## src/rtl/pic_defs.vh

```
// constants for the prioritised interrupt controller
// included by the controller and by its bench
`ifndef PIC_DEFS_VH
`define PIC_DEFS_VH
// register indices, byte address is four times the index
`define PIC_IDX_CTRL        4'h0
`define PIC_IDX_STATUS      4'h1
`define PIC_IDX_NORM_PRI    4'h2
`define PIC_IDX_HIGH_VEC    4'h3
// control field positions
`define PIC_CTRL_VSEL_BIT   6
`define PIC_CTRL_CVT_BIT    5
`define PIC_CTRL_RR_BIT     0
// status field positions
`define PIC_STAT_NMI_BIT    7
`define PIC_STAT_HIGH_BIT   1
`define PIC_STAT_NORM_BIT   0
// reset values
`define PIC_CTRL_RST        8'h00
`define PIC_NORM_PRI_RST    8'h00
`define PIC_HIGH_VEC_RST    8'h00
// vector numbers
`define PIC_VEC_RESET       8'h00
`define PIC_VEC_NONE        8'h00
// timing counts in clock cycles
`define PIC_PUSH_CYC        8'h02
`define PIC_JUMP_LONG_CYC   8'h03
`define PIC_JUMP_SHORT_CYC  8'h02
`define PIC_WAKE_CYC        8'h05
`define PIC_RET_SHORT_CYC   8'h04
`define PIC_RET_LONG_CYC    8'h05
// memory size threshold in bytes
`define PIC_SMALL_FLASH     32'h0000_2000
// ahb-lite codes
`define PIC_HTRANS_NONSEQ   2'h2
`define PIC_HTRANS_SEQ      2'h3
`endif

```

## src/rtl/pic_core.v

```verilog
// prioritised interrupt controller with ahb-lite register slave
// assumes one 100 MHz clock, synchronous inputs, core acknowledges entry
//
// Notes on behaviour
// - maskable requests pass only while the global enable input is 1
// - a line counts only when its peripheral enable is also set
// - servicing never clears a peripheral flag; flags are only read
// - vector base location follows the vector base select bit
// - select 1: start of boot; 0: after boot; ignored when all boot
// - entry: finish instruction, two push cycles, jump three or two cycles
// - after the jump the vector address is fetched for the taken vector
// - a multi-cycle instruction completes before entry proceeds
// - wake from sleep adds five cycles plus the sleep start-up time
// - return takes four or five cycles depending on program counter width
// - three levels: non-maskable, one high vector, normal
// - high request preempts a normal handler; normal resumes after return
// - non-maskable taken regardless of global enable, never changes it
// - nothing is accepted while a non-maskable handler runs
// - among pending non-maskable requests the lowest vector wins
// - the high vector register raises one vector above all normal ones
// - high vector value zero disables the high level entirely
// - all other vectors are normal; fixed or rotating scheduling
// - vector 0 is reset, 1 non-maskable; both win over normal requests
// - fixed scheduling with base zero picks the lowest pending vector
// - base Y makes Y lowest and Y+1 highest, wrapping around
// - rotating mode writes each acknowledged normal vector into the base
// - rotating enable bit 1 selects rotating, 0 selects fixed
// - after a return one instruction runs before a pending request
`timescale 1ns/10ps
`default_nettype none
`include "pic_defs.vh"

module pic_core #(
  parameter             NUM_VEC     = 32,
  parameter [31:0]      NMI_MASK    = 32'h0000_0002,
  parameter [31:0]      FLASH_BYTES = 32'h0000_2000,
  parameter [31:0]      BOOT_BYTES  = 32'h0000_0000,
  parameter [7:0]       SLEEP_START = 8'h06
) (
  // clock and reset
  input  wire                clock_in,
  input  wire                srst_in,
  // ahb-lite slave
  input  wire                hsel_in,
  input  wire [31:0]         haddr_in,
  input  wire [1:0]          htrans_in,
  input  wire                hwrite_in,
  input  wire [2:0]          hsize_in,
  input  wire                hready_in,
  input  wire [31:0]         hwdata_in,
  output reg                 hreadyout_out,
  output reg                 hresp_out,
  output reg  [31:0]         hrdata_out,
  // peripheral request sources
  input  wire [NUM_VEC-1:0]  irq_flag_in,
  input  wire [NUM_VEC-1:0]  irq_enable_in,
  // core side
  input  wire                global_enable_in,
  input  wire                core_insn_done_in,
  input  wire                core_sleep_in,
  input  wire                core_ack_in,
  input  wire                core_return_from_interrupt_in,
  output reg                 irq_req_out,
  output reg  [7:0]          irq_vector_out,
  output reg                 entry_busy_out,
  output reg                 vector_fetch_out,
  output reg  [31:0]         vector_addr_out,
  output reg                 return_done_out
);

  // one-hot states
  localparam [6:0] S_IDLE   = 7'h01;
  localparam [6:0] S_FINISH = 7'h02;
  localparam [6:0] S_WAKE   = 7'h04;
  localparam [6:0] S_PUSH   = 7'h08;
  localparam [6:0] S_JUMP   = 7'h10;
  localparam [6:0] S_RET    = 7'h20;
  localparam [6:0] S_SKIP   = 7'h40;

  localparam        BIG_FLASH = (FLASH_BYTES > `PIC_SMALL_FLASH);
  localparam [7:0]  JUMP_CYC  = BIG_FLASH ? `PIC_JUMP_LONG_CYC : `PIC_JUMP_SHORT_CYC;
  localparam [7:0]  RET_CYC   = BIG_FLASH ? `PIC_RET_LONG_CYC : `PIC_RET_SHORT_CYC;
  localparam [7:0]  WAKE_CYC  = `PIC_WAKE_CYC + SLEEP_START;
  localparam        ALL_BOOT  = (BOOT_BYTES >= FLASH_BYTES);
  localparam [31:0] VEC_BYTES = BIG_FLASH ? 32'h0000_0004 : 32'h0000_0002;

  // first set bit of mask at or after start, wrapping; vector 0 never taken
  function [8:0] pick_from;
    input [NUM_VEC-1:0] mask;
    input [7:0]         start;
    integer             k;
    integer             idx;
    reg                 found;
    begin
      found     = 1'b0;
      pick_from = 9'h000;
      for (k = 0; k < NUM_VEC; k = k + 1)
      begin
        idx = (start + k) % NUM_VEC;
        if (!found && idx != 0 && mask[idx])
        begin
          found     = 1'b1;
          pick_from = {1'b1, idx[7:0]};
        end
      end
    end
  endfunction

  // registers
  reg [7:0]          ctrl_reg;
  reg [7:0]          norm_pri_reg;
  reg [7:0]          high_vec_reg;
  reg                nmi_ex_reg;
  reg                high_ex_reg;
  reg                norm_ex_reg;
  reg [6:0]          state_reg;
  reg [7:0]          cnt_reg;
  reg [7:0]          taken_vec_reg;
  // ahb data phase
  reg                wr_pend_reg;
  reg [3:0]          wr_idx_reg;
  reg                wr_hit_reg;

  // request qualification
  wire [NUM_VEC-1:0] live       = irq_flag_in & irq_enable_in;
  wire [NUM_VEC-1:0] nmi_live   = live & NMI_MASK[NUM_VEC-1:0];
  wire [NUM_VEC-1:0] mask_live  = global_enable_in ? (live & ~NMI_MASK[NUM_VEC-1:0]) : {NUM_VEC{1'b0}};
  wire               high_on    = (high_vec_reg != `PIC_VEC_NONE) && (high_vec_reg < NUM_VEC);
  wire [NUM_VEC-1:0] high_bit   = high_on ? ({{(NUM_VEC-1){1'b0}}, 1'b1} << high_vec_reg) : {NUM_VEC{1'b0}};
  wire [NUM_VEC-1:0] norm_live  = mask_live & ~high_bit;
  wire               rr_on      = ctrl_reg[`PIC_CTRL_RR_BIT];

  wire [8:0]         nmi_pick   = pick_from(nmi_live, 8'h00);
  wire [8:0]         norm_pick  = pick_from(norm_live, norm_pri_reg + 8'h01);
  wire               high_pend  = |(mask_live & high_bit);

  // winner selection across levels
  reg                win_valid;
  reg [7:0]          win_vec;
  always @*
  begin
    win_valid = 1'b0;
    win_vec   = 8'h00;
    if (nmi_ex_reg)
    begin
      win_valid = 1'b0;
    end
    else if (nmi_pick[8])
    begin
      win_valid = 1'b1;
      win_vec   = nmi_pick[7:0];
    end
    else if (high_pend && !high_ex_reg)
    begin
      win_valid = 1'b1;
      win_vec   = high_vec_reg;
    end
    else if (norm_pick[8] && !high_ex_reg && !norm_ex_reg)
    begin
      win_valid = 1'b1;
      win_vec   = norm_pick[7:0];
    end
  end

  // vector base and address
  wire        vsel      = ctrl_reg[`PIC_CTRL_VSEL_BIT];
  wire [31:0] vec_base  = (vsel || ALL_BOOT) ? 32'h0000_0000 : BOOT_BYTES;
  wire [31:0] vec_addr  = vec_base + {24'h000000, taken_vec_reg} * VEC_BYTES;

  // ahb decode
  wire        ahb_go    = hsel_in && hready_in && (htrans_in == `PIC_HTRANS_NONSEQ || htrans_in == `PIC_HTRANS_SEQ);
  wire [3:0]  a_idx     = haddr_in[5:2];
  wire        a_hit     = (haddr_in[31:6] == 26'h0000000) && (a_idx <= `PIC_IDX_HIGH_VEC);

  reg  [7:0]  rd_val;
  always @*
  begin
    rd_val = 8'h00;
    case (a_idx)
      `PIC_IDX_CTRL:     rd_val = ctrl_reg;
      `PIC_IDX_STATUS:   rd_val = {nmi_ex_reg, 5'h00, high_ex_reg, norm_ex_reg};
      `PIC_IDX_NORM_PRI: rd_val = norm_pri_reg;
      `PIC_IDX_HIGH_VEC: rd_val = high_vec_reg;
      default:           rd_val = 8'h00;
    endcase
  end

  wire        ack_now   = (state_reg == S_IDLE) && irq_req_out && core_ack_in;
  wire        rr_update = ack_now && rr_on && (irq_vector_out != high_vec_reg || !high_on)
                          && !NMI_MASK[irq_vector_out[4:0]];

  // bus slave
  always @(posedge clock_in)
  begin
    if (srst_in)
    begin
      hreadyout_out <= 1'b1;
      hresp_out     <= 1'b0;
      hrdata_out    <= 32'h0000_0000;
      wr_pend_reg   <= 1'b0;
      wr_idx_reg    <= 4'h0;
      wr_hit_reg    <= 1'b0;
      ctrl_reg      <= `PIC_CTRL_RST;
      norm_pri_reg  <= `PIC_NORM_PRI_RST;
      high_vec_reg  <= `PIC_HIGH_VEC_RST;
    end
    else
    begin
      hreadyout_out <= 1'b1;
      hresp_out     <= 1'b0;
      if (ahb_go)
      begin
        wr_pend_reg <= hwrite_in;
        wr_idx_reg  <= a_idx;
        wr_hit_reg  <= a_hit;
        hrdata_out  <= (a_hit && !hwrite_in) ? {24'h000000, rd_val} : 32'h0000_0000;
      end
      else if (hready_in)
      begin
        wr_pend_reg <= 1'b0;
      end
      if (wr_pend_reg && wr_hit_reg)
      begin
        case (wr_idx_reg)
          `PIC_IDX_CTRL:     ctrl_reg <= hwdata_in[7:0] & 8'h61;
          `PIC_IDX_HIGH_VEC: high_vec_reg <= hwdata_in[7:0];
          default:           ctrl_reg <= ctrl_reg;
        endcase
      end
      if (rr_update)
      begin
        norm_pri_reg <= irq_vector_out;
      end
      else if (wr_pend_reg && wr_hit_reg && wr_idx_reg == `PIC_IDX_NORM_PRI)
      begin
        norm_pri_reg <= hwdata_in[7:0];
      end
    end
  end

  // entry and return sequencer
  always @(posedge clock_in)
  begin
    if (srst_in)
    begin
      state_reg        <= S_IDLE;
      cnt_reg          <= 8'h00;
      taken_vec_reg    <= 8'h00;
      nmi_ex_reg       <= 1'b0;
      high_ex_reg      <= 1'b0;
      norm_ex_reg      <= 1'b0;
      irq_req_out      <= 1'b0;
      irq_vector_out   <= 8'h00;
      entry_busy_out   <= 1'b0;
      vector_fetch_out <= 1'b0;
      vector_addr_out  <= 32'h0000_0000;
      return_done_out  <= 1'b0;
    end
    else
    begin
      vector_fetch_out <= 1'b0;
      return_done_out  <= 1'b0;
      case (state_reg)
        S_IDLE:
        begin
          if (ack_now)
          begin
            irq_req_out    <= 1'b0;
            entry_busy_out <= 1'b1;
            taken_vec_reg  <= irq_vector_out;
            if (NMI_MASK[irq_vector_out[4:0]])
              nmi_ex_reg <= 1'b1;
            else if (high_on && irq_vector_out == high_vec_reg)
              high_ex_reg <= 1'b1;
            else
              norm_ex_reg <= 1'b1;
            if (core_sleep_in)
            begin
              state_reg <= S_WAKE;
              cnt_reg   <= WAKE_CYC;
            end
            else
            begin
              state_reg <= S_FINISH;
            end
          end
          else if (core_return_from_interrupt_in)
          begin
            irq_req_out <= 1'b0;
            state_reg   <= S_RET;
            cnt_reg     <= RET_CYC;
            if (nmi_ex_reg)
              nmi_ex_reg <= 1'b0;
            else if (high_ex_reg)
              high_ex_reg <= 1'b0;
            else
              norm_ex_reg <= 1'b0;
          end
          else
          begin
            irq_req_out    <= win_valid;
            irq_vector_out <= win_valid ? win_vec : 8'h00;
          end
        end
        S_FINISH:
        begin
          if (core_insn_done_in)
          begin
            state_reg <= S_PUSH;
            cnt_reg   <= `PIC_PUSH_CYC;
          end
        end
        S_WAKE:
        begin
          if (cnt_reg <= 8'h01)
          begin
            state_reg <= S_FINISH;
          end
          cnt_reg <= cnt_reg - 8'h01;
        end
        S_PUSH:
        begin
          if (cnt_reg <= 8'h01)
          begin
            state_reg <= S_JUMP;
            cnt_reg   <= JUMP_CYC;
          end
          else
          begin
            cnt_reg <= cnt_reg - 8'h01;
          end
        end
        S_JUMP:
        begin
          if (cnt_reg <= 8'h01)
          begin
            state_reg        <= S_IDLE;
            entry_busy_out   <= 1'b0;
            vector_fetch_out <= 1'b1;
            vector_addr_out  <= vec_addr;
          end
          else
          begin
            cnt_reg <= cnt_reg - 8'h01;
          end
        end
        S_RET:
        begin
          if (cnt_reg <= 8'h01)
          begin
            state_reg       <= S_SKIP;
            return_done_out <= 1'b1;
          end
          else
          begin
            cnt_reg <= cnt_reg - 8'h01;
          end
        end
        S_SKIP:
        begin
          if (core_insn_done_in)
          begin
            state_reg <= S_IDLE;
          end
        end
        default:
        begin
          state_reg <= S_IDLE;
        end
      endcase
    end
  end

endmodule

`default_nettype wire

```

## config.mk

```make
export PLATFORM = sky130hd
export DESIGN_NAME = pic_core
export DESIGN_NICKNAME = d
export VERILOG_FILES = /design/src/rtl/pic_core.v
export VERILOG_INCLUDE_DIRS = /design/src /design/src/rtl
export SDC_FILE = /design/constraint.sdc
export NUM_CORES = 1
export LEC_CHECK = 0
export BUFFER_PORTS_ARGS = -buffer_cell sky130_fd_sc_hd__buf_2
export CAP_MARGIN = 10
export CORE_MARGIN = 5
export CORE_UTILIZATION = 40
export DETAILED_ROUTE_END_ITERATION = 12
export GPL_TIMING_DRIVEN = 0
export PLACE_DENSITY = 0.7
export SYNTH_ARGS = -nofsm -noshare
export SYNTH_HDL_FRONTEND = slang
export SYNTH_SLANG_ARGS = --single-unit
```

## constraint.sdc

```tcl
create_clock -name clock_in -period 13.25 [get_ports clock_in]
set_clock_uncertainty 0.2 [all_clocks]
set_input_delay 2.65 -clock clock_in [delete_from_list [all_inputs] [get_ports clock_in]]
set_output_delay 2.65 -clock clock_in [all_outputs]
set_load 0.1 [all_outputs]
```

# After elaboration in Yosys (flattened, before gate mapping)
# Memories as Yosys holds them, arrays and structs flattened. A register that Yosys moved wholly into a read port is not among the register bits.
# Index checks and enable logic that the tools add are counted.
[classes]
n_addsub = 33
n_lt_le_gt_ge = 36
n_eq_ne = 32
n_shift = 1
muxes = 185
bitwise = 8
n_reduce_logical = 173
[ops]
columns = ["op", "n"]
rows = [
  ["$reduce_bool A32 Y1", 32],
  ["$mux W9", 33],
  ["$lt A5 B6 Y1 const B", 33],
  ["$bmux W1 S5", 32],
  ["$mux W8", 14],
  ["$and A32 B32 Y32", 3],
  ["$mux W1", 89],
  ["$add A5 B5 Y5 const B", 16],
  ["$logic_and A1 B1 Y1", 79],
  ["$mux W32", 2],
  ["$mux W7", 8],
  ["$pmux W7 S7", 1],
  ["$add A5 B4 Y5 const B", 8],
  ["$pmux W8 S5", 1],
  ["$logic_not A1 Y1", 36],
  ["$not A32 Y32", 1],
  ["$pmux W8 S4", 1],
  ["$reduce_or A32 Y1", 1],
  ["$shl A1 B8 Y32 const A", 1],
  ["$logic_not A26 Y1", 1],
  ["$add A5 B3 Y5 const B", 4],
  ["$ne A2 B2 Y1 const B", 10],
  ["$eq A4 B2 Y1 const B", 4],
  ["$add A5 B1 Y5 const B", 2],
  ["33 further kinds", 56],
]
[word_totals]
regBits = 103
mem_bits_ro = 32
elab_cells = 488
memories = 1
[mem_list]
columns = ["memory", "depth", "width", "rd", "rd_clocked_by_memory_dff", "write_ports", "line_no", "text"]
rows = [
  ["(no name shown)", 32, 1, 1, 1, 0, "pic_core.v:271", "if (NMI_MASK[irq_vector_out[4:0]])"],
]

# Depth between registers and ports, before layout
[depth]
ltp_word = 142
depth_mapped = 27

# Worst setup path before layout
# OpenSTA, ideal clock, no wires.
[synth_timing]
path_kind = "reg-to-reg"
from = "register norm_pri_reg[0]"
to = "register (tool-made name)"
setup_time_ns = 0.117
t_arrival_ns = 7.430
t_required_ns = 12.933
path_slack_ns = 5.504
stages_incl_launch_ff = 27
path_buffers = 8
cell_sequence = "dfxtp_1 inv_1 clkbuf_1 clkbuf_1 clkbuf_1 ha_1 clkbuf_1 clkinv_1 clkbuf_1 ha_1 or3b_2 o211ai_1 xnor2_1 mux4_2 a221o_1 or4b_1 or2_0 buf_2 or3_1 buf_2 or4b_4 buf_6 o221a_1 o2111ai_1 nor3b_1 o311a_1 and4b_1"
[synth_rtl]
columns = ["item", "line_no", "text"]
rows = [
  ["from (decl)", "pic_core.v:111", "reg [7:0] norm_pri_reg;"],
  ["from (signal assigned)", "pic_core.v:204", "norm_pri_reg <= `PIC_NORM_PRI_RST;"],
  ["from (signal assigned)", "pic_core.v:232", "norm_pri_reg <= irq_vector_out;"],
  ["from (signal assigned)", "pic_core.v:236", "norm_pri_reg <= hwdata_in[7:0];"],
]

==> flow_summary.toml <==
[cts]
cts_buffer_depth = 2
root_buffer = "clkbuf_16"
cts_tree = "built"
htreeDepth = 3
post_cts_resized = 0
cts_buffers = 9
clkTransAtPathRegs_ns = 0.06
cts.sinks = 80
clk_latency_ns = 0.34
cts_hold_buf = 0
postCtsSetupBuffers = 0

[route]
wl_per_cell_um = 25.01
drt_wl_total_um = 53600
viasPerCell = 6.733
route.antenna.remaining_nets = 0
firstDrtPassIters = 6
drt_iter0_drc = 1975
num_vias = 14430
drcViolationCount = 0

[logic_synthesis]
syn_inst = 1560
avgSynthCellArea_um2 = 7.190
synth_warnings = 0
yosysTopAreaCell = "dfxtp_1"
async_reset_ff_share_pct = 0
synth_edf_count = 0
synth-main-ff-cell = "dfxtp_1"
ys_top_cells_by_area = "dfxtp_1 (14%), mux2i_1 (6.2%), nor2_1 (5.7%), nand2_1 (5.0%), mux4_2 (3.6%)"
syn_area_um2 = 11220
synth.yosys.seq_area_share_pct = 14.28
ys_types = 99
synth_top_area_share_pct = 14.28
synth_seq_cells = 80

[critical_path]
critical_path_class = "register to register"
end_kind = "register"
arrival_ns = 10.92
r2r-start = "norm_pri_reg[0]"
worst_setup_path_start_kind = "register"
cp_data_required_time_ns = 13.28
crit_start = "norm_pri_reg[0]"
crit_fanout = 12

[timing]
rsz0062_at_grt = "false"
drv_slew = 0
hold_violations = 0
layout_min_cycle_time_ns = 10.89
fin_crit_sh_pct = 82.22
worstMarginPinSlew_ns = 1.290
max_slew_margin_pct = 13.68
setup_viol = 0
fin_setup_tns_ns = 0
max_freq_mhz = 91.79

[outcome]
outcome = "finished, final reports clean"

[floorplanning]
die_w_um = 177.5
fp.dieH_um = 177.5
rows = 61
die-area_um2 = 31490
start_util_pct = 40.48
ios = 221
coreArea_um2 = 27710

[final_layout]
layout.nets = 1919
area.growth.synth_to_final_pct = 14.70
fin_util_pct = 46.43
layout-drive-gt1-share_pct = 16.72
final.fill_count = 2856
stdcell_count = 2143

[placed_design]
place_inst = 2125
port-buffer-count = 138
routabilityCongestion = 1.070
hpwl_um = 42870

[grt]
grt_pass1_wl_um = 78480
track_usage_pct = 32.03
antenna_found_initial = 2
grt_start_max_net_pins = 16
grt-ovfl-total = 0
grt_pass1_vias = 12820

[power]
leakage_nw = 5.181
power_w = 0.0009858
power.density_nw_per_um2 = 76.62
ir_worst_vdd_mv = 0.06389

[min_path]
hold_path.startpoint = "wr_idx_reg[3]"
hold_class = "register to register"

[flow_run]
max-cap-violations = 0
[cells in the mapped netlist (10+ instances only)]
master,n
nor3_1,50
o21ai_0,61
and3_1,20
dfxtp_1,80
o32ai_1,12
o22ai_1,50
nor4_1,41
nor2b_1,17
a22o_1,15
ha_1,17
nand2b_1,15
nand3_1,72
a31oi_1,17
and2_1,16
mux2i_1,69
buf_2,12
o211ai_1,22
mux4_2,18
o22a_1,13
nor2_1,169
xnor2_1,32
buf_4,50
o2111ai_1,12
nand2_1,149
o221ai_1,17
a211oi_1,26
or2_2,10
or3_1,16
a22oi_1,17
nand3b_1,12
a21oi_1,55
clkbuf_1,86
nand4_1,39
a41oi_1,11
inv_1,22
[critical path, cell delays in order (launching register included)]
cell and delay (ns):
dfxtp_1 0.38, inv_1 0.15, clkbuf_1 0.59, clkbuf_1 0.52, clkbuf_1 0.77, ha_1 0.35, clkbuf_1 0.31, clkinv_1 0.39
clkbuf_1 0.50, ha_1 0.42, or3b_2 0.22, o211ai_1 0.12, xnor2_1 0.95, mux4_2 0.70, a221o_1 0.50, or4b_1 0.52
or2_0 0.24, buf_2 0.17, clkbuf_1 0.24, nor4_1 0.86, a221oi_1 0.17, a2111oi_0 0.42, a211oi_1 0.11, o41ai_1 0.57
a31oi_1 0.18, and4b_1 0.21
[placed cells by master, fill, tap and decap left out, types with 10 or more instances in the layout]
cell / n
a211oi_1: 26
nand3_1: 72
o221ai_1: 17
a31oi_1: 17
and2_1: 16
o2111ai_1: 12
nor3_1: 50
conb_1: 50
or3_1: 16
buf_4: 51
nand4_1: 39
o22a_1: 13
o32ai_1: 12
nand2b_1: 15
mux2i_1: 69
or2_2: 10
dfxtp_1: 80
a21oi_1: 55
and3_1: 20
buf_2: 150
a22o_1: 15
nand3b_1: 12
nor2_1: 169
clkbuf_1: 87
mux4_2: 18
xnor2_1: 32
a41oi_1: 11
o22ai_1: 50
a22oi_1: 17
nor2b_1: 17
o21ai_0: 61
o211ai_1: 22
ha_1: 17
nand2_1: 149
nor4_1: 41
inv_1: 22
[worst paths after layout]
kind                    to  slack [ns]  depth (start not counted)
min          wr_idx_reg[3]        0.25                          2
max reg2reg       register        2.36                         25
max               register        2.36                         25
min reg2reg  wr_idx_reg[3]        0.25                          2
[metrics by stage]
stage / hold slack [ns] / setup WS, ns / instance area (µm²)
2_1_floorplan: 0.2318 / 5.504 / 11400
3_3_place_gp: 0.2428 / 2.783 / 12560
3_5_place_dp: 0.2473 / 2.893 / 12580
4_1_cts: 0.2552 / 2.862 / 12860
5_1_grt: 0.2705 / 2.233 / 12860
6_report: 0.2540 / 2.356 / 12860
[cell families after synthesis]
group	count (synthesis)	share of synthesized area (%)
flip-flops	80	14.28
buffers and inverters	188	8.300
AND/OR/NAND/NOR	682	31.19
multiplexers	94	10.48
adder cells (fa/ha/maj)	17	1.896
AO/OA/AOI/OAI	452	29.83
other	2	0.06696
XOR/XNOR	45	3.960
[where the power goes]
group	internal, W	total (W)	switching, W	leakage, nW
Clock	0.000132	0.000231	0.0000995	0.136
Combinational	0.000147	0.000467	0.000320	4.40
Sequential	0.000262	0.000288	0.0000254	0.647
[area by class of cell]
cell class / instances / area (µm²) / share of cell area (%)
multi-input combinational: 1340 / 8880 / 69.02
antenna: 1 / 2.502 / 0.01945
timing repair buffer: 140 / 703.2 / 5.466
buffer: 160 / 825.8 / 6.419
clock buffer: 11 / 242.7 / 1.887
tap: 378 / 473.0 / 3.676
clock inverter: 5 / 31.28 / 0.2431
inverter: 28 / 105.1 / 0.8170
sequential: 80 / 1602 / 12.45
[per-layer routing]
layer / GRT usage, % / share of wire (%) / vias to the layer above
met5: 0 / 0.022 / -
met4: 12.09 / 4.7 / 2
met3: 6.285 / 13 / 185
met2: 50.01 / 43 / 1080
met1: 43.71 / 40 / 6787
li1: - / - / 6374
(Power assumes the default switching activity.)
